===== config.mk =====
export PLATFORM = sky130hd
export DESIGN_NAME = agcgl_top
export DESIGN_NICKNAME = d
export VERILOG_FILES = /design/src/shared/agcgl_pkg.sv /design/src/rtl/agcgl_top.sv /design/src/rtl/agcgl_gain.sv /design/src/rtl/agcgl_sense.sv
export SDC_FILE = /design/constraint.sdc
export NUM_CORES = 1
export LEC_CHECK = 0
export BUFFER_PORTS_ARGS = -buffer_cell sky130_fd_sc_hd__buf_2
export CAP_MARGIN = 5
export CORE_ASPECT_RATIO = 0.75
export CORE_MARGIN = 2
export CORE_UTILIZATION = 55
export CTS_CLUSTER_SIZE = 20
export DETAILED_ROUTE_END_ITERATION = 16
export GPL_TIMING_DRIVEN = 0
export PLACE_DENSITY = 0.76
export SYNTH_ARGS = -nofsm -noshare
export SYNTH_HDL_FRONTEND = slang
export SYNTH_SLANG_ARGS = --single-unit

===== constraint.sdc =====
create_clock -name sys_clk -period 8.06 [get_ports sys_clk]
set_input_delay 2.418 -clock sys_clk [delete_from_list [all_inputs] [get_ports sys_clk]]
set_output_delay 2.418 -clock sys_clk [all_outputs]
set_load 0.01 [all_outputs]

===== src/shared/agcgl_pkg.sv =====
/*
  Constants, register layout and decode functions for the gain limit and
  carrier sense block.
  Assumes a single system clock domain and a synchronous active-high reset.
*/
package agcgl_pkg;

  // ----------------------------------------------------------------
  // Register offsets and reset values
  // ----------------------------------------------------------------
  localparam logic [5:0] AGCGL_ADDR_GAIN_CEIL = 6'h1b;
  localparam logic [5:0] AGCGL_ADDR_STAGE_SENSE = 6'h1c;
  localparam logic [7:0] AGCGL_RST_GAIN_CEIL = 8'h03;
  localparam logic [7:0] AGCGL_RST_STAGE_SENSE = 8'h40;

  // ----------------------------------------------------------------
  // Field positions
  // ----------------------------------------------------------------
  localparam int AGCGL_DIG_CEIL_LSB = 6;
  localparam int AGCGL_FRONT_CEIL_LSB = 3;
  localparam int AGCGL_TARGET_LSB = 0;
  localparam int AGCGL_PRIORITY_BIT = 6;
  localparam int AGCGL_REL_THR_LSB = 4;
  localparam int AGCGL_ABS_THR_LSB = 0;

  // Written-value masks: bit 7 of the second register is not used
  localparam logic [7:0] AGCGL_MASK_GAIN_CEIL = 8'hff;
  localparam logic [7:0] AGCGL_MASK_STAGE_SENSE = 8'h7f;

  // ----------------------------------------------------------------
  // Threshold encodings
  // ----------------------------------------------------------------
  localparam logic [3:0] AGCGL_ABS_DISABLED = 4'h8;
  localparam logic [7:0] AGCGL_REL_DB_1 = 8'h06;
  localparam logic [7:0] AGCGL_REL_DB_2 = 8'h0a;
  localparam logic [7:0] AGCGL_REL_DB_3 = 8'h0e;

  // Gain state after reset: full gain everywhere
  localparam logic [2:0] AGCGL_FRONT_RED_RST = 3'h0;

  // Amplitude target code to dB
  function automatic logic [7:0] agcgl_target_db(input logic [2:0] code);
    case (code)
      3'h0: agcgl_target_db = 8'h18;
      3'h1: agcgl_target_db = 8'h1b;
      3'h2: agcgl_target_db = 8'h1e;
      3'h3: agcgl_target_db = 8'h21;
      3'h4: agcgl_target_db = 8'h24;
      3'h5: agcgl_target_db = 8'h26;
      3'h6: agcgl_target_db = 8'h28;
      default: agcgl_target_db = 8'h2a;
    endcase
  endfunction

  // Relative threshold code to dB rise, zero means disabled
  function automatic logic [7:0] agcgl_rel_db(input logic [1:0] code);
    case (code)
      2'h1: agcgl_rel_db = AGCGL_REL_DB_1;
      2'h2: agcgl_rel_db = AGCGL_REL_DB_2;
      2'h3: agcgl_rel_db = AGCGL_REL_DB_3;
      default: agcgl_rel_db = 8'h00;
    endcase
  endfunction

endpackage


===== src/rtl/agcgl_top.sv =====
/*
  Gain limit, amplitude target and carrier sense block: two configuration
  registers, amplitude steering, gain stage state and carrier sense.
  Assumes the register port and the channel filter amplitude are on sys_clk.
*/
//
// Overview of operation
// - Digital gain ceiling bits 7:6 bar the top N amplifier settings; zero allows all.
// - Front gain ceiling bits 5:3 cap combined front stage gain; zero allows full.
// - Amplitude target bits 2:0, reset code 3, set the steering amplitude.
// - Target codes 0..7 mean 24, 27, 30, 33, 36, 38, 40, 42 dB.
// - Stage priority bit 6 set: reduce the first front stage before others.
// - Stage priority clear: second front stage to minimum, then the first.
// - Relative sense threshold bits 5:4 at zero disable relative carrier sense.
// - Relative codes 1, 2, 3 assert carrier sense on 6, 10, 14 dB rise.
// - Absolute sense threshold bits 3:0 are signed dB offsets from the target.
// - Absolute code -8 disables; -7..+7 put threshold that many dB off target.
// - Absolute threshold is compared with amplitude before any gain reduction.
`timescale 1ns/1ps
`default_nettype none
module agcgl_top
  import agcgl_pkg::*;
#(
  parameter int DIG_MAX = 7,
  parameter int FRONT_MAX = 4,
  parameter int FRONT_STEP_DB = 3,
  parameter int DIG_STEP_DB = 3
)
(
  input wire logic sys_clk,
  input wire logic rst,
  input wire logic [5:0] reg_addr,
  input wire logic reg_wr_en,
  input wire logic [7:0] reg_wr_data,
  input wire logic reg_rd_en,
  output logic [7:0] reg_rd_data,
  input wire logic amp_valid,
  input wire logic [7:0] amp_db,
  output logic [2:0] digital_setting,
  output logic [2:0] front1_reduction,
  output logic [2:0] front2_reduction,
  output logic [7:0] target_db,
  output logic carrier_sense
);

  typedef struct packed {
    logic [7:0] gain_ceiling_and_target;
    logic [7:0] stage_priority_and_sense_thresholds;
    logic [7:0] rd_data;
    logic [7:0] target;
    logic step_down;
    logic step_up;
  } agcgl_top_state_t;

  agcgl_top_state_t s_q;
  agcgl_top_state_t s_d;

  logic [1:0] digital_gain_ceiling;
  logic [2:0] front_gain_ceiling;
  logic [2:0] amplitude_target;
  logic stage_priority;
  logic [1:0] relative_sense_threshold;
  logic [3:0] absolute_sense_threshold;
  logic [7:0] reduction_db;

  // ----------------------------------------------------------------
  // Field extraction
  // ----------------------------------------------------------------
  assign digital_gain_ceiling = s_q.gain_ceiling_and_target[AGCGL_DIG_CEIL_LSB +: 2];
  assign front_gain_ceiling = s_q.gain_ceiling_and_target[AGCGL_FRONT_CEIL_LSB +: 3];
  assign amplitude_target = s_q.gain_ceiling_and_target[AGCGL_TARGET_LSB +: 3];
  assign stage_priority = s_q.stage_priority_and_sense_thresholds[AGCGL_PRIORITY_BIT];
  assign relative_sense_threshold =
    s_q.stage_priority_and_sense_thresholds[AGCGL_REL_THR_LSB +: 2];
  assign absolute_sense_threshold =
    s_q.stage_priority_and_sense_thresholds[AGCGL_ABS_THR_LSB +: 4];

  // ----------------------------------------------------------------
  // Register file and steering
  // ----------------------------------------------------------------
  always_comb
  begin
    s_d = s_q;
    s_d.step_down = 1'b0;
    s_d.step_up = 1'b0;
    if (reg_wr_en)
    begin
      case (reg_addr)
        AGCGL_ADDR_GAIN_CEIL:
          s_d.gain_ceiling_and_target = reg_wr_data & AGCGL_MASK_GAIN_CEIL;
        AGCGL_ADDR_STAGE_SENSE:
          s_d.stage_priority_and_sense_thresholds = reg_wr_data & AGCGL_MASK_STAGE_SENSE;
        default:
          s_d.rd_data = s_q.rd_data;
      endcase
    end
    if (reg_rd_en)
    begin
      case (reg_addr)
        AGCGL_ADDR_GAIN_CEIL:
          s_d.rd_data = s_q.gain_ceiling_and_target;
        AGCGL_ADDR_STAGE_SENSE:
          s_d.rd_data = s_q.stage_priority_and_sense_thresholds;
        default:
          s_d.rd_data = 8'h00;
      endcase
    end
    s_d.target = agcgl_target_db(amplitude_target);
    // Steer the averaged amplitude toward the target one step per sample
    if (amp_valid)
    begin
      s_d.step_down = amp_db > s_q.target;
      s_d.step_up = amp_db < s_q.target;
    end
  end

  always_ff @(posedge sys_clk)
  begin
    if (rst)
    begin
      s_q.gain_ceiling_and_target <= AGCGL_RST_GAIN_CEIL;
      s_q.stage_priority_and_sense_thresholds <= AGCGL_RST_STAGE_SENSE;
      s_q.rd_data <= 8'h00;
      s_q.target <= 8'h21;
      s_q.step_down <= 1'b0;
      s_q.step_up <= 1'b0;
    end
    else
    begin
      s_q <= s_d;
    end
  end

  assign reg_rd_data = s_q.rd_data;
  assign target_db = s_q.target;

  // ----------------------------------------------------------------
  // Gain stages and carrier sense
  // ----------------------------------------------------------------
  agcgl_gain #(
    .DIG_MAX(DIG_MAX),
    .FRONT_MAX(FRONT_MAX),
    .FRONT_STEP_DB(FRONT_STEP_DB),
    .DIG_STEP_DB(DIG_STEP_DB)
  ) u_agcgl_gain (
    .sys_clk(sys_clk),
    .rst(rst),
    .step_down(s_q.step_down),
    .step_up(s_q.step_up),
    .digital_gain_ceiling(digital_gain_ceiling),
    .front_gain_ceiling(front_gain_ceiling),
    .stage_priority(stage_priority),
    .digital_setting(digital_setting),
    .front1_reduction(front1_reduction),
    .front2_reduction(front2_reduction),
    .reduction_db(reduction_db)
  );

  agcgl_sense u_agcgl_sense (
    .sys_clk(sys_clk),
    .rst(rst),
    .amp_valid(amp_valid),
    .amp_db(amp_db),
    .reduction_db(reduction_db),
    .target_db(s_q.target),
    .relative_sense_threshold(relative_sense_threshold),
    .absolute_sense_threshold(absolute_sense_threshold),
    .carrier_sense(carrier_sense)
  );

endmodule
`default_nettype wire


===== src/rtl/agcgl_gain.sv =====
/*
  Gain stage state for the digital amplifier and the two front stages.
  Assumes one-cycle step requests on sys_clk and static ceilings from the
  register file.
*/
`timescale 1ns/1ps
`default_nettype none
module agcgl_gain
  import agcgl_pkg::*;
#(
  parameter int DIG_MAX = 7,
  parameter int FRONT_MAX = 4,
  parameter int FRONT_STEP_DB = 3,
  parameter int DIG_STEP_DB = 3
)
(
  input wire logic sys_clk,
  input wire logic rst,
  input wire logic step_down,
  input wire logic step_up,
  input wire logic [1:0] digital_gain_ceiling,
  input wire logic [2:0] front_gain_ceiling,
  input wire logic stage_priority,
  output logic [2:0] digital_setting,
  output logic [2:0] front1_reduction,
  output logic [2:0] front2_reduction,
  output logic [7:0] reduction_db
);

  typedef struct packed {
    logic [2:0] dig;
    logic [2:0] red1;
    logic [2:0] red2;
    logic [7:0] red_db;
  } agcgl_gain_state_t;

  localparam logic [2:0] DMAX = 3'(DIG_MAX);
  localparam logic [2:0] FMAX = 3'(FRONT_MAX);

  agcgl_gain_state_t s_q;
  agcgl_gain_state_t s_d;

  logic [2:0] dig_lim;
  logic [3:0] front_tot;

  always_comb
  begin
    s_d = s_q;
    dig_lim = DMAX - {1'b0, digital_gain_ceiling};
    front_tot = {1'b0, s_q.red1} + {1'b0, s_q.red2};
    if (s_q.dig > dig_lim)
    begin
      s_d.dig = dig_lim;
    end
    else if (front_tot < {1'b0, front_gain_ceiling})
    begin
      // Pull front gain down to the ceiling in priority order
      if (stage_priority && s_q.red1 < FMAX)
        s_d.red1 = s_q.red1 + 3'h1;
      else if (s_q.red2 < FMAX)
        s_d.red2 = s_q.red2 + 3'h1;
      else
        s_d.red1 = s_q.red1 + 3'h1;
    end
    else if (step_down)
    begin
      if (stage_priority && s_q.red1 < FMAX)
        s_d.red1 = s_q.red1 + 3'h1;
      else if (s_q.red2 < FMAX)
        s_d.red2 = s_q.red2 + 3'h1;
      else if (s_q.red1 < FMAX)
        s_d.red1 = s_q.red1 + 3'h1;
      else if (s_q.dig > 3'h0)
        s_d.dig = s_q.dig - 3'h1;
    end
    else if (step_up)
    begin
      if (s_q.dig < dig_lim)
        s_d.dig = s_q.dig + 3'h1;
      else if (front_tot > {1'b0, front_gain_ceiling})
      begin
        // Undo front reduction in the reverse of the reducing order
        if (stage_priority && s_q.red2 != 3'h0)
          s_d.red2 = s_q.red2 - 3'h1;
        else if (!stage_priority && s_q.red1 != 3'h0)
          s_d.red1 = s_q.red1 - 3'h1;
        else if (s_q.red1 != 3'h0)
          s_d.red1 = s_q.red1 - 3'h1;
        else
          s_d.red2 = s_q.red2 - 3'h1;
      end
    end
    s_d.red_db = 8'(({5'h0, s_d.red1} + {5'h0, s_d.red2}) * 8'(FRONT_STEP_DB)
      + {5'h0, DMAX - s_d.dig} * 8'(DIG_STEP_DB));
  end

  always_ff @(posedge sys_clk)
  begin
    if (rst)
    begin
      s_q.dig <= DMAX;
      s_q.red1 <= AGCGL_FRONT_RED_RST;
      s_q.red2 <= AGCGL_FRONT_RED_RST;
      s_q.red_db <= 8'h00;
    end
    else
    begin
      s_q <= s_d;
    end
  end

  assign digital_setting = s_q.dig;
  assign front1_reduction = s_q.red1;
  assign front2_reduction = s_q.red2;
  assign reduction_db = s_q.red_db;

endmodule
`default_nettype wire


===== src/rtl/agcgl_sense.sv =====
/*
  Carrier sense decision from relative and absolute signal-strength thresholds.
  Assumes amplitude samples with a one-cycle valid strobe on sys_clk.
*/
`timescale 1ns/1ps
`default_nettype none
module agcgl_sense
  import agcgl_pkg::*;
(
  input wire logic sys_clk,
  input wire logic rst,
  input wire logic amp_valid,
  input wire logic [7:0] amp_db,
  input wire logic [7:0] reduction_db,
  input wire logic [7:0] target_db,
  input wire logic [1:0] relative_sense_threshold,
  input wire logic [3:0] absolute_sense_threshold,
  output logic carrier_sense
);

  typedef struct packed {
    logic [7:0] base;
    logic rel_hit;
    logic abs_hit;
    logic cs;
  } agcgl_sense_state_t;

  agcgl_sense_state_t s_q;
  agcgl_sense_state_t s_d;

  logic [7:0] rel_db;
  logic signed [10:0] unreduced;
  logic signed [10:0] abs_thr;

  always_comb
  begin
    s_d = s_q;
    rel_db = agcgl_rel_db(relative_sense_threshold);
    // Amplitude as it would be with no gain reduction applied
    unreduced = signed'({3'h0, amp_db}) + signed'({3'h0, reduction_db});
    abs_thr = signed'({3'h0, target_db})
      + 11'(signed'(absolute_sense_threshold));
    if (amp_valid)
    begin
      s_d.rel_hit = (rel_db != 8'h00)
        && ({1'b0, amp_db} >= {1'b0, s_q.base} + {1'b0, rel_db});
      s_d.abs_hit = (absolute_sense_threshold != AGCGL_ABS_DISABLED)
        && (unreduced >= abs_thr);
      // Baseline follows the signal only while no relative rise is seen
      if (!s_d.rel_hit)
        s_d.base = amp_db;
    end
    if (relative_sense_threshold == 2'h0)
      s_d.rel_hit = 1'b0;
    if (absolute_sense_threshold == AGCGL_ABS_DISABLED)
      s_d.abs_hit = 1'b0;
    s_d.cs = s_d.rel_hit | s_d.abs_hit;
  end

  always_ff @(posedge sys_clk)
  begin
    if (rst)
    begin
      s_q <= '0;
    end
    else
    begin
      s_q <= s_d;
    end
  end

  assign carrier_sense = s_q.cs;

endmodule
`default_nettype wire


Word level (Yosys, flattened, before mapping)
Cells that the tools add are included.
Word-level totals
  bits in registers: 61
  bits of input ports: 27
  output and inout bits: 26
Operators by class
  add/sub/neg operators: 14
  $mul: 2
  order comparisons: 11
  equality and inequality tests: 13
  mux-type cells: 32
  bitwise logic cells: 3
  reductions and logical operators: 15
Operator list (number)
  $mux W3: 18
  $pmux W6 S7: 1
  $mux W6: 5
  $mux W9: 2
  $pmux W8 S2: 1
  $eq A6 B5 Y1 const B: 2
  $pmux W4 S3: 1
  $ge A11 B11 Y1: 1
  $add A9 B4 Y10: 1
  $add A3 B1 Y3 const B: 3
  $add A8 B4 Y9: 1
  $add A8 B8 Y9: 1
  $eq A3 B3 Y1 const B: 3
  $ge A8 B9 Y1: 1
  $sub A3 B1 Y3 const B: 3
  $add A3 B3 Y4: 2
  $add A8 B5 Y8: 1
  $gt A8 B8 Y1: 1
  $lt A8 B8 Y1: 1
  $mul A8 B2 Y8 const B: 1
  $mux W8: 1
  $reduce_bool A8 Y1: 1
  $eq A3 B2 Y1 const B: 2
  $lt A3 B3 Y1 const B: 2
  24 further kinds: 34

Depth between registers and ports, before layout
Gate-level depths: netlist of the first run.
  depth in word-level cells: 13
  mapped depth: 23
  depth with buffers taken out: 22

Modules after synthesis
From an unflattened synthesis of the first run, not the netlist that was laid out.
Unflattened totals
  cells, all modules: 600
  area total of the unflattened synthesis: 5126.2 µm²
By module, submodules not included
  agcgl_gain: times used 1, cells each 217, area an instance 1808.0 µm², seq. area each 320.3 µm²
  agcgl_sense: times used 1, cells each 203, area an instance 1711.6 µm², seq. area each 220.2 µm²
  agcgl_top: times used 1, cells each 180, area an instance 1606.5 µm², seq. area each 620.6 µm²

Least setup slack after synthesis of the first run
OpenSTA, ideal clock, no wires.
  path type: register to register
  from: reg u_agcgl_gain.s_q (netlist bit u_agcgl_gain.front1_reduction[0])
  to: reg u_agcgl_gain.s_q (netlist bit u_agcgl_gain.reduction_db[5])
  library setup time: 128 ps
  data arrival time: 5145 ps
  data required time: 7932 ps
  path slack: 2787 ps
  stages on the path, launching flop included: 22
  path buffers: 0
  clock period less this slack: 5273 ps
  cell sequence: dfxtp_1 -> ha_1 -> fa_1 -> xor2_1 -> ha_1 -> and3b_2 -> o21ai_2 -> nand2_2 -> a32o_1 -> o21a_1 -> xnor2_1 -> ha_1 -> fa_1 -> inv_1 -> fa_1 -> inv_1 -> fa_1 -> fa_1 -> a21o_1 -> a21oi_1 -> xor2_1 -> nor2_1
RTL lines
  from (decl): line agcgl_gain.sv:40  | agcgl_gain_state_t s_q;

==> metrics.cfg, run 1 <==
[cts]
cts_hold_buf=0
post_cts_buffers=0
tritoncts=yes
clk_latency_ns=0.33
clockRootBuffer=clkbuf_16
cts-htree-levels=3
cts.sinks=58
numCtsBuffers=9
cts.clk_slew.worst_paths_ns=0.05
clockBufferDepth=2
post_cts_resized=0

[yosys]
synth-edff-count=0
synth_cells=538
ys.flop_type=dfxtp_1
synth_seq_cells=58
synth_area_mm2=0.00472
ys_seq_area_share_pct=24.6
syn_area_per_cell_um2=8.77
async_reset_ff_share_pct=0
ys_types=68
yosys_warnings=0

[setup_path]
required_ns=8.25
crit_arrival_ns=5.82
criticalPathCategory=reg2reg
crit_fanout=5
end_kind=flip-flop
r2r_slack_ns=2.43
start_kind=flip-flop

[routing]
avgRoutedWirePerCell_um=16.9
drc=0
via_per_inst=5.78
drt_iter0_drc=190
wl_um=12000
vias=4113
route.antenna.remaining_nets=0
first_pass_iters=5

[finish]
fill_cells=714
insertedDiodeCount=0
synthToLayoutAreaGrowth_pct=14.4
layout-drive-gt1-share_pct=18.0
finalNetCount=706

[grt]
antenna_found_initial=0
grt_max_degree=11
grt_pass1_vias=4178
grt_first_pass_wirelength_um=20000
grt_overflow_total=0
grt_usage_pct=26.6

[placement]
pre_cts_ws_ns=2.47
io_buffers=49
dp_hpwl_um=9420
place_congestion=0.913

[timing]
finalHoldViolCount=0
clock_skew_ns=0.00353
worst_pin_slew_ns=0.673
slew_headroom_pct=55.1
grt_setup_unrepaired=no
whs_ns=0.478
finalMaxSlewViolations=0
period_minus_slack_ns=5.63
fin_tns_setup_ns=0
setup_viol=0
fin_crit_sh_pct=69.8
fmax_ghz=0.178
setup_ws_ns=2.43

[floorplanning]
core_mm2=0.00838
row_count=29
io_pins=53
die_x_um=111
die_area_mm2=0.00934
die_h_um=84.2
initial_utilization_pct=56.3

[pwr]
power.static_leakage_nw=2.52
power.density_mw_per_mm2=322
ir_drop_v=0.000185
fin_total_pwr_mw=1.74

[min_path]
hp-class=reg2reg

[outcome]
outcome=complete, no violations

[flow_run]
maxCapViolations=0

==> layout by cell type, fill, tap and decap left out, drive strengths merged, types with 3 or more instances in the layout <==
master / n
ha: 70
buf: 59
dfxtp: 58
a21oi: 44
inv: 43
nand2: 34
nor2: 34
o21ai: 26
nand3: 25
clkbuf: 24
a21o: 19
xnor2: 18
nand2b: 14
a211oi: 12
nor2b: 12
xor2: 10
fa: 10
nand4b: 8
a22oi: 7
a211o: 6
nor3: 6
mux2i: 5
and3: 5
o21bai: 4
a31oi: 4
nor3b: 4
clkinv: 4
mux2: 4
o211ai: 3
or2: 3
==> Yosys cell counts (all sizes together) (3+ instances only) <==
library cell / number / share of area (%)
fa: 10 / 4.2
nand2b: 14 / 1.9
buf: 10 / 1.5
nor3b: 4 / 0.64
o21bai: 4 / 0.64
inv: 43 / 3.4
nor2b: 12 / 1.8
xnor2: 18 / 3.3
ha: 70 / 19
nand4b: 8 / 1.5
mux2: 4 / 1.1
a21oi: 44 / 5.5
a211oi: 12 / 1.9
a22oi: 7 / 1.1
nor2: 34 / 2.8
or2: 3 / 0.40
nor3: 6 / 0.74
a31oi: 4 / 0.53
o211ai: 3 / 0.48
clkbuf: 13 / 1.0
a21o: 19 / 3.0
and3: 5 / 0.66
o21ai: 26 / 3.8
nand2: 34 / 2.8
mux2i: 5 / 1.1
xor2: 10 / 1.9
nand3: 25 / 2.7
a211o: 6 / 1.1
dfxtp: 58 / 25
==> critical path: stages, from the launching register on <==
cell	delay [ns]
dfxtp_1	0.36
ha_1	0.25
fa_1	0.38
xor2_1	0.17
ha_1	0.31
and3b_2	0.23
nor2_1	0.19
a21o_1	0.25
nand2_1	0.07
a21oi_1	0.25
xnor2_1	0.15
ha_1	0.25
fa_1	0.53
inv_1	0.06
fa_1	0.47
inv_1	0.05
fa_1	0.52
fa_1	0.47
a21o_1	0.17
a21oi_1	0.16
xor2_1	0.15
nor2_1	0.05
==> power by group <==
group	switching [mW]	leakage, nW	total [mW]	internal (mW)
Sequential	0.0332	0.473	0.355	0.322
Combinational	0.571	1.90	1.00	0.434
Clock	0.131	0.149	0.377	0.246
==> through the flow <==
| stage | std cells | utilization [%] | instance area (µm²) |
|---|---|---|---|
| final | 712 | 64.4 | 5400 |
| after global routing | 712 | 64.4 | 5400 |
| after CTS | 712 | 64.4 | 5400 |
| after detailed placement | 696 | 60.8 | 5100 |
| after global placement | 696 | 60.8 | 5100 |
| after floorplan | 539 | - | 4720 |
==> sequential cells by signal, indices dropped and copies added (netlist names) <==
name                           flops
relative_sense_threshold           2
u_agcgl_gain.digital_setting       3
u_agcgl_gain.front2_reduction      3
amplitude_target                   3
s_q                                3
front_gain_ceiling                 3
digital_gain_ceiling               2
u_agcgl_sense.s_q                 10
u_agcgl_gain.front1_reduction      3
absolute_sense_threshold           4
u_agcgl_sense.carrier_sense        1
u_agcgl_gain.reduction_db          7
target_db                          6
reg_rd_data                        8
==> layout make-up <==
type / instances / area (µm²) / share of cell area [%]
plain buffers: 23 / 119 / 2.20
clock buffers: 11 / 243 / 4.50
clock inverters: 5 / 53.8 / 0.997
inverters: 43 / 161 / 2.99
multi-input cells: 415 / 3280 / 60.7
flip-flops and latches: 58 / 1160 / 21.5
well taps: 108 / 135 / 2.50
repair buffers: 49 / 245 / 4.54
==> per-layer routing <==
metal | wire length, µm | track usage [%] | share of wire (%) | vias to the layer above
met5 | 0 | 0 | 0 | -
met1 | 5720 | 36.2 | 48 | 1931
met3 | 773 | 7.15 | 6.4 | 17
li1 | - | - | - | 2028
met2 | 5350 | 42.5 | 45 | 137
met4 | 155 | 6.59 | 1.3 | 0
==> final timing paths <==
kind                                  end  depth (start not counted)                              from
max          u_agcgl_gain.reduction_db[5]                         21  u_agcgl_gain.front1_reduction[0]
min                        reg_rd_data[7]                          2                    reg_rd_data[7]
min reg2reg                reg_rd_data[7]                          2                    reg_rd_data[7]
max reg2reg  u_agcgl_gain.reduction_db[5]                         21  u_agcgl_gain.front1_reduction[0]
==> cells by family (layout without fill, tap and decap cells) <==
logic type / after synthesis / after routing / synth area share, %
xor gates and xnor gates: 28 / 28 / 5.20
adders and majority gates: 80 / 80 / 22.8
and+or+nand+nor: 157 / 157 / 18.4
other: 1 / 2 / 0.0795
muxes: 9 / 9 / 2.18
AOI/OAI and AO/OA: 139 / 139 / 20.8
buffers and inverters: 66 / 131 / 5.94
DFF: 58 / 58 / 24.6
Power figures use the tool's default switching activity.
==> inputs of run 2 (changes only) <==
--- a/config.mk
+++ b/config.mk
@@ -9,11 +9,11 @@
 export CAP_MARGIN = 5
 export CORE_ASPECT_RATIO = 0.75
 export CORE_MARGIN = 2
-export CORE_UTILIZATION = 55
+export CORE_UTILIZATION = 54
 export CTS_CLUSTER_SIZE = 20
 export DETAILED_ROUTE_END_ITERATION = 16
 export GPL_TIMING_DRIVEN = 0
-export PLACE_DENSITY = 0.76
+export PLACE_DENSITY = 0.77
 export SYNTH_ARGS = -nofsm -noshare
 export SYNTH_HDL_FRONTEND = slang
 export SYNTH_SLANG_ARGS = --single-unit
==> constraint.sdc (replaced) <==
create_clock -name sys_clk -period 4.8 [get_ports sys_clk]
set_input_delay 1.44 -clock sys_clk [delete_from_list [all_inputs] [get_ports sys_clk]]
set_output_delay 1.44 -clock sys_clk [all_outputs]
set_load 0.01 [all_outputs]
==> run 2 against run 1 <==
  * The flow now finishes with violations (negative setup slack)
  * Non-clock buffer count up 7
  * Clock skew is 0.0033 ns higher
  * Total power increased by 79%
  * Critical path type unchanged
  * Critical path depth increased by 1
  * Combinational power grew 84%
  * Largest cell class unchanged
  * Flip-flop and latch count is the same
  * Worst setup slack got worse by 3.0 ns
==> metrics.cfg, run 2 (synthesis results as in run 1) <==
[floorplanning]
die_area_mm2=0.00950  ; +1.8%
core_mm2=0.00845  ; +0.87%
die_h_um=84.9  ; +0.88%
row_count=29  ; unchanged
initial_utilization_pct=55.8  ; -0.48 points
die_x_um=112  ; +0.89%
io_pins=53  ; unchanged

[setup_path]
required_ns=4.99  ; -3.26 ns
r2r_slack_ns=-0.54  ; -2.98 ns
critPathSlowestCell=fa_1
critPathLaunch=u_agcgl_gain.front1_reduction[0]
criticalPathCategory=reg2reg
crit_arrival_ns=5.53  ; -0.29 ns
crit_path_frequent_cell=fa_1
end_kind=flip-flop
crit_chain=ha_4 -> fa_2 -> xor2_1 -> ha_1 -> a21o_1 -> o21ai_4 -> nand2_2 -> a32o_1 -> o21a_1 -> xnor2_2 -> ha_2 -> fa_1 -> inv_2 -> fa_1 -> inv_1 -> fa_1 -> ha_1 -> a21o_1 -> a21oi_2 -> inv_1 -> a21oi_2 -> nor3b_1
slowest_delay_ns=0.53  ; about the same
start_kind=flip-flop
timing.rr.start=u_agcgl_gain.front1_reduction[0]
crit_fanout=3  ; -2

[pwr]
power.static_leakage_nw=2.56  ; +1.7%
power.density_mw_per_mm2=561  ; +74%
internal_power_mw=1.81  ; +81%
combPwrFrac_pct=59.2  ; +1.3 points
clkPwrFrac_pct=21.6  ; about the same
power.switching_mw=1.29  ; +76%
switching_share_pct=41.7  ; -0.65 points
ir_drop_v=0.000492  ; +170%
power_frac_seq_pct=19.2  ; -1.2 points

[outcome]
outcome=finished, violations left
violations=negative setup slack

[finish]
finalNetCount=713  ; +0.99%
layout-drive-gt1-share_pct=21.8  ; +3.8 points
post-route-util_pct=65.4  ; +1.1 points
insertedDiodeCount=0  ; unchanged
layout_common_cells=68 x ha_1, 54 x buf_2, 53 x dfxtp_1
fin_cells=718  ; +0.84%
synthToLayoutAreaGrowth_pct=17.3
largest_reg_flops=10  ; unchanged
final_area_mm2=0.00553  ; +2.5%
final_common_cell=ha_1
fill_cells=713  ; -0.14%
largest-register=u_agcgl_sense.s_q

[cts]
cts.sinks=58  ; unchanged
numCtsBuffers=9  ; unchanged
tritoncts=yes
cts-htree-levels=3  ; unchanged
clockBufferDepth=2  ; unchanged
cts.clk_slew.worst_paths_ns=0.05  ; about the same
clk_latency_ns=0.33  ; about the same
clockRootBuffer=clkbuf_16

[placement]
dp.cells=696  ; unchanged
io_buffers=49  ; unchanged
dp_hpwl_um=9300  ; -1.3%
dpl_cell_area_mm2=0.00513  ; +0.59%
place_congestion=0.958  ; +5.0%

[grt]
grt_first_pass_wirelength_um=20100  ; +0.97%
antenna_found_initial=0  ; unchanged
grt_max_degree=11  ; unchanged
grt_usage_pct=26.3  ; -0.32 points
grt_overflow_total=0  ; unchanged
grt_pass1_vias=4243  ; +1.6%

[timing]
finalHoldViolCount=0  ; unchanged
fin_crit_sh_pct=111  ; +42 points
period_minus_slack_ns=5.34  ; -0.284 ns
setup_ws_ns=-0.543  ; -2.98 ns
slew_headroom_pct=59.3  ; +4.1 points
whs_ns=0.477  ; -0.00121 ns
clock_skew_ns=0.00684  ; +0.00332 ns
grt_setup_unrepaired=yes
fmax_ghz=0.187  ; +5.3%
worst_pin_slew_ns=0.611  ; -0.0621 ns
setup_viol=5  ; +5
finalMaxSlewViolations=0  ; unchanged

[routing]
via_per_inst=5.86  ; +1.5%
drc=0  ; unchanged
avgRoutedWirePerCell_um=16.8  ; -0.46%
vias=4210  ; +2.4%
wl_um=12000  ; +0.38%
drt_iter0_drc=215  ; +13%
route.antenna.remaining_nets=0  ; unchanged
first_pass_iters=6  ; +1

[flow_run]
maxCapViolations=0  ; unchanged

[min_path]
hp-start=reg_rd_data[7]
hp-class=reg2reg

-- run 2: cell count changes in the layout (fill, tap and decap cells not counted), sizes merged --
cell,previous run,this run
clkbuf,24,22
clkinv,4,3
bufinv,1,2
clkinvlp,0,1
buf,59,66
-- run 2: path summary, 6_finish.rpt --
check	end	cells after the start
hold reg to reg	reg_rd_data[7]	2
setup reg to reg	u_agcgl_gain.reduction_db[6]	22
hold / removal	reg_rd_data[7]	2
setup / recovery	u_agcgl_gain.reduction_db[6]	22
-- run 2: layout make-up --
| class | count | area [µm²] | share of cell area (%) |
|---|---|---|---|
| Inverter | 43 | 161 | 2.92 |
| Buffer | 23 | 119 | 2.15 |
| Clock inverter | 6 | 82.6 | 1.49 |
| Multi-Input combinational cell | 415 | 3340 | 60.4 |
| Sequential cell | 58 | 1170 | 21.2 |
| Clock buffer | 9 | 225 | 4.07 |
| Timing Repair Buffer | 56 | 298 | 5.38 |
| Tap cell | 108 | 135 | 2.44 |
-- run 2: power by group through the flow --
| stage | registers (mW) | clock network (mW) | logic, mW |
|---|---|---|---|
| 2_1_floorplan | 0.604 | 0 | 1.30 |
| 3_3_place_gp | 0.605 | 0 | 1.60 |
| 3_5_place_dp | 0.609 | 0 | 1.66 |
| 4_1_cts | 0.597 | 0.673 | 1.82 |
| 5_1_grt | 0.604 | 0.694 | 2.07 |
| 6_report | 0.597 | 0.670 | 1.84 |
-- run 2: timing repair --
| action | 4_1_cts | 5_1_grt |
|---|---|---|
| setup endpoints to repair | 5 | 5 |
| hold buffers | 0 | 0 |
| gates resized for setup | 11 | 2 |
| pin swaps | 12 | 12 |
| buffers inserted | 6 | 1 |
-- run 2: worst max-delay path, delay by kind of cell (launching register included) --
family          cells  cell delay, ns
simple gates        2            0.13
fa+ha+maj           8            2.83
compound gates      7            1.40
flops               1            0.35
buf+inv             3            0.17
xor+xnor            2            0.33
-- run 2: layer usage --
| layer | wire length [µm] | part of all wire [%] | GRT usage (%) |
|---|---|---|---|
| met1 | 5830 | 48 | 36.0 |
| met2 | 5290 | 44 | 42.7 |
| met3 | 741 | 6.2 | 4.71 |
| met4 | 183 | 1.5 | 7.86 |
| met5 | 0 | 0 | 0 |
-- run 2: stage by stage --
stage / total power [mW] / setup slack [ns] / TNS, ns
detailed placement: 2.27 / -0.620 / -2.38
CTS: 3.09 / -0.606 / -2.35
finish: 3.10 / -0.543 / -2.11
global placement: 2.20 / -0.536 / -1.99
global route: 3.37 / -0.700 / -2.86
floorplan: 1.90 / -0.194 / -0.508
==> inputs of run 3 (changes only) <==
--- a/config.mk
+++ b/config.mk
@@ -5,6 +5,7 @@
 export SDC_FILE = /design/constraint.sdc
 export NUM_CORES = 1
 export LEC_CHECK = 0
+export ABC_AREA = 1
 export BUFFER_PORTS_ARGS = -buffer_cell sky130_fd_sc_hd__buf_2
 export CAP_MARGIN = 5
 export CORE_ASPECT_RATIO = 0.75
@@ -13,7 +14,7 @@
 export CTS_CLUSTER_SIZE = 20
 export DETAILED_ROUTE_END_ITERATION = 16
 export GPL_TIMING_DRIVEN = 0
-export PLACE_DENSITY = 0.77
+export PLACE_DENSITY = 0.79
 export SYNTH_ARGS = -nofsm -noshare
 export SYNTH_HDL_FRONTEND = slang
 export SYNTH_SLANG_ARGS = --single-unit
==> run 3 against run 2 <==
  * The flow still finishes with violations (negative setup slack)
  * Sequential share of layout area is 0.76 points lower
  * Synthesized cell count is 22% higher
  * Via count is 10% higher
  * Routed wire length is 5.5% higher
  * Cell area is 3.6% higher
  * Worst setup slack better by 0.081 ns
  * Total power is 58% higher
  * Critical path depth is 8 higher
  * First-iteration DRC count is 40% higher
  * Clock skew is 0.0030 ns higher
  * Utilization is 1.8 points higher
==> metrics.cfg, run 3 <==
[setup_path]
crit_path_frequent_cell=nand2_2
start_kind=flip-flop
crit_fanout=7  ; +4
slowest_delay_ns=0.56  ; +0.03 ns
critPathSlowestCell=fa_1
required_ns=5.06  ; +0.07 ns
crit_arrival_ns=5.52  ; about the same
end_kind=flip-flop
criticalPathCategory=reg2reg

[yosys]
synth-edff-count=0  ; unchanged
yosys_warnings=0  ; unchanged
synthXorXnorAreaFrac_pct=4.05  ; -1.2 points
synth-compound-area-share_pct=14.8  ; -6.0 points
ys_types=47  ; -31%
ys_seq_area_share_pct=24.4  ; -0.23 points
synthMostInstantiatedCell=inv_1
synth_area_leaders=dfxtp_1 24%, ha_1 18%, inv_1 9.0%, nand2_1 8.2%, a21oi_1 5.8%
muxShareOfSynthArea_pct=0  ; -2.2 points
async_reset_ff_share_pct=0  ; unchanged
synth_cells=654  ; +22%
syn_area_per_cell_um2=7.28  ; -17%
yosys.area.top_type_share_pct=24.4  ; -0.23 points
yosys.area_share.simple_pct=22.5  ; +4.1 points
synth_fa_ha_area_share_pct=22.6  ; -0.22 points
synth_area_mm2=0.00476  ; +0.96%
ys.flop_type=dfxtp_1
synth_area_leader_cell=dfxtp_1
synth_seq_cells=58  ; unchanged
yosys-top-cells-count=114 x inv_1, 104 x nand2_1, 70 x ha_1
synth_top_family_by_area=adder cells

[timing]
fmax_ghz=0.190  ; +1.5%
finalMaxSlewViolations=0  ; unchanged
worst_pin_slew_ns=0.643  ; +0.0318 ns
fin_crit_sh_pct=110  ; -1.7 points
finalHoldViolCount=0  ; unchanged
period_minus_slack_ns=5.26  ; -0.0814 ns
slew_headroom_pct=57.1  ; -2.1 points
grt_setup_unrepaired=yes
fin_tns_setup_ns=-1.43  ; +0.676 ns
clock_skew_ns=0.00983  ; +0.00299 ns
setup_viol=5  ; unchanged
setup_ws_ns=-0.462  ; +0.0814 ns

[cts]
clk_latency_ns=0.33  ; about the same
cts.clk_slew.worst_paths_ns=0.05  ; about the same
clockRootBuffer=clkbuf_16
cts-htree-levels=3  ; unchanged
tritoncts=yes
cts_hold_buf=0  ; unchanged
clockBufferDepth=2  ; unchanged
cts.sinks=58  ; unchanged
numCtsBuffers=9  ; unchanged

[placement]
dp_hpwl_um=9600  ; +3.2%
place_congestion=0.977  ; +2.0%
dp.cells=813  ; +17%
dpl_cell_area_mm2=0.00520  ; +1.4%
io_buffers=50  ; +2.0%

[pwr]
power.density_mw_per_mm2=857  ; +53%
ir_drop_v=0.000996  ; +100%
power.static_leakage_nw=3.01  ; +17%

[finish]
final_area_mm2=0.00573  ; +3.6%
finalNetCount=840  ; +18%
multi_input_area_mm2=0.00317  ; -4.9%
largest-register=u_agcgl_sense.s_q
fin_cells=846  ; +18%
synthToLayoutAreaGrowth_pct=20.4
layout_common_cells=109 x inv_1, 97 x nand2_1, 66 x ha_1
regArea_mm2=0.00117  ; -0.11%
layout-drive-gt1-share_pct=20.9  ; -0.94 points
fill_cells=668  ; -6.3%
final_common_cell=inv_1
largest_reg_flops=10  ; unchanged
insertedDiodeCount=0  ; unchanged

[routing]
first_pass_iters=5  ; -1
via_per_inst=5.49  ; -6.4%
drc=0  ; unchanged
wl_um=12700  ; +5.5%
vias=4643  ; +10%
avgRoutedWirePerCell_um=15.0  ; -10%
route.antenna.remaining_nets=0  ; unchanged
drt_iter0_drc=301  ; +40%

[grt]
grt_max_degree=11  ; unchanged
grt_usage_pct=27.9  ; +1.6 points
grt_first_pass_wirelength_um=21400  ; +6.1%
antenna_found_initial=0  ; unchanged
grt_pass1_vias=4620  ; +8.9%
grt_overflow_total=0  ; unchanged

[outcome]
outcome=finished, violations left
violations=negative setup slack

[floorplanning]
io_pins=53  ; unchanged
initial_utilization_pct=55.8  ; about the same
die_h_um=85.3  ; +0.45%
row_count=29  ; unchanged
die_area_mm2=0.00959  ; +0.92%
die_x_um=112  ; +0.46%
core_mm2=0.00853  ; +0.86%

[flow_run]
maxCapViolations=0  ; unchanged

[min_path]
hp-class=reg2reg

run 3: cell count changes after synthesis, sizes merged, moves of 13 or more:
cell / previous run / this run
nand2b: 14 / 0
a21o: 19 / 1
a21oi: 44 / 58
o21ai: 26 / 39
nand3: 25 / 39
nand2: 34 / 116
inv: 43 / 120
nor2: 34 / 62
run 3: logic make-up after synthesis:
group                      count (synthesis)
other                                      1
and+or+nand+nor                          232
buffers and inverters                    138
AOI/OAI and AO/OA                        123
DFF                                       58
xor gates and xnor gates                  22
adders and majority gates                 80
run 3: final timing paths:
path              slack, ns                             start  cells past startpoint                           end
setup / recovery      -0.46  u_agcgl_gain.front2_reduction[0]                     30  u_agcgl_gain.reduction_db[5]
hold / removal         0.49             front_gain_ceiling[0]                      2         front_gain_ceiling[0]
setup reg to reg      -0.46  u_agcgl_gain.front2_reduction[0]                     30  u_agcgl_gain.reduction_db[5]
hold reg to reg        0.49             front_gain_ceiling[0]                      2         front_gain_ceiling[0]
run 3: worst max-delay path, delay by kind of cell (launching register included):
kind	cells	cell delay (ns)
AND/OR/NAND/NOR	13	1.22
buffers and inverters	6	0.35
flip-flops	1	0.35
XOR/XNOR	1	0.16
adder cells (fa/ha/maj)	8	2.87
AO/OA/AOI/OAI	2	0.23
run 3: layout make-up:
type / count / share of cell area (%)
multi-input cells: 459 / 55.4
repair buffers: 67 / 6.59
well taps: 108 / 2.36
clock inverters: 5 / 1.35
inverters: 120 / 7.90
clock buffers: 11 / 4.23
flip-flops and latches: 58 / 20.4
plain buffers: 18 / 1.75
run 3: per-stage QoR:
step | power, mW | setup slack [ns] | hold slack, ns | utilization [%]
after global placement | 2.90 | -0.309 | 0.477 | 61.0
final | 4.91 | -0.462 | 0.494 | 67.2
after detailed placement | 3.07 | -0.504 | 0.479 | 61.0
after floorplan | 2.51 | -0.0285 | 0.443 | -
after CTS | 4.47 | -0.382 | 0.492 | 66.2
after global routing | 5.27 | -0.678 | 0.514 | 67.2
run 3: repair_timing:
action                                  CTS  global route
pin swaps                                22            15
endpoints found under the setup margin    5             5
setup buffers                             9             8
resized for setup                        18             8
run 3: where the power goes:
| part | total [mW] | switching [mW] | internal [mW] |
|---|---|---|---|
| combinational | 3.62 | 2.01 | 1.61 |
| sequential | 0.597 | 0.0428 | 0.554 |
| clock | 0.694 | 0.228 | 0.466 |
run 3: routing by layer:
layer	vias to the layer above	wire [µm]	track usage, %
met5	-	0	0
met4	0	173	7.21
met3	27	1080	9.14
met2	172	5660	44.7
met1	2168	5780	36.4
li1	2276	-	-
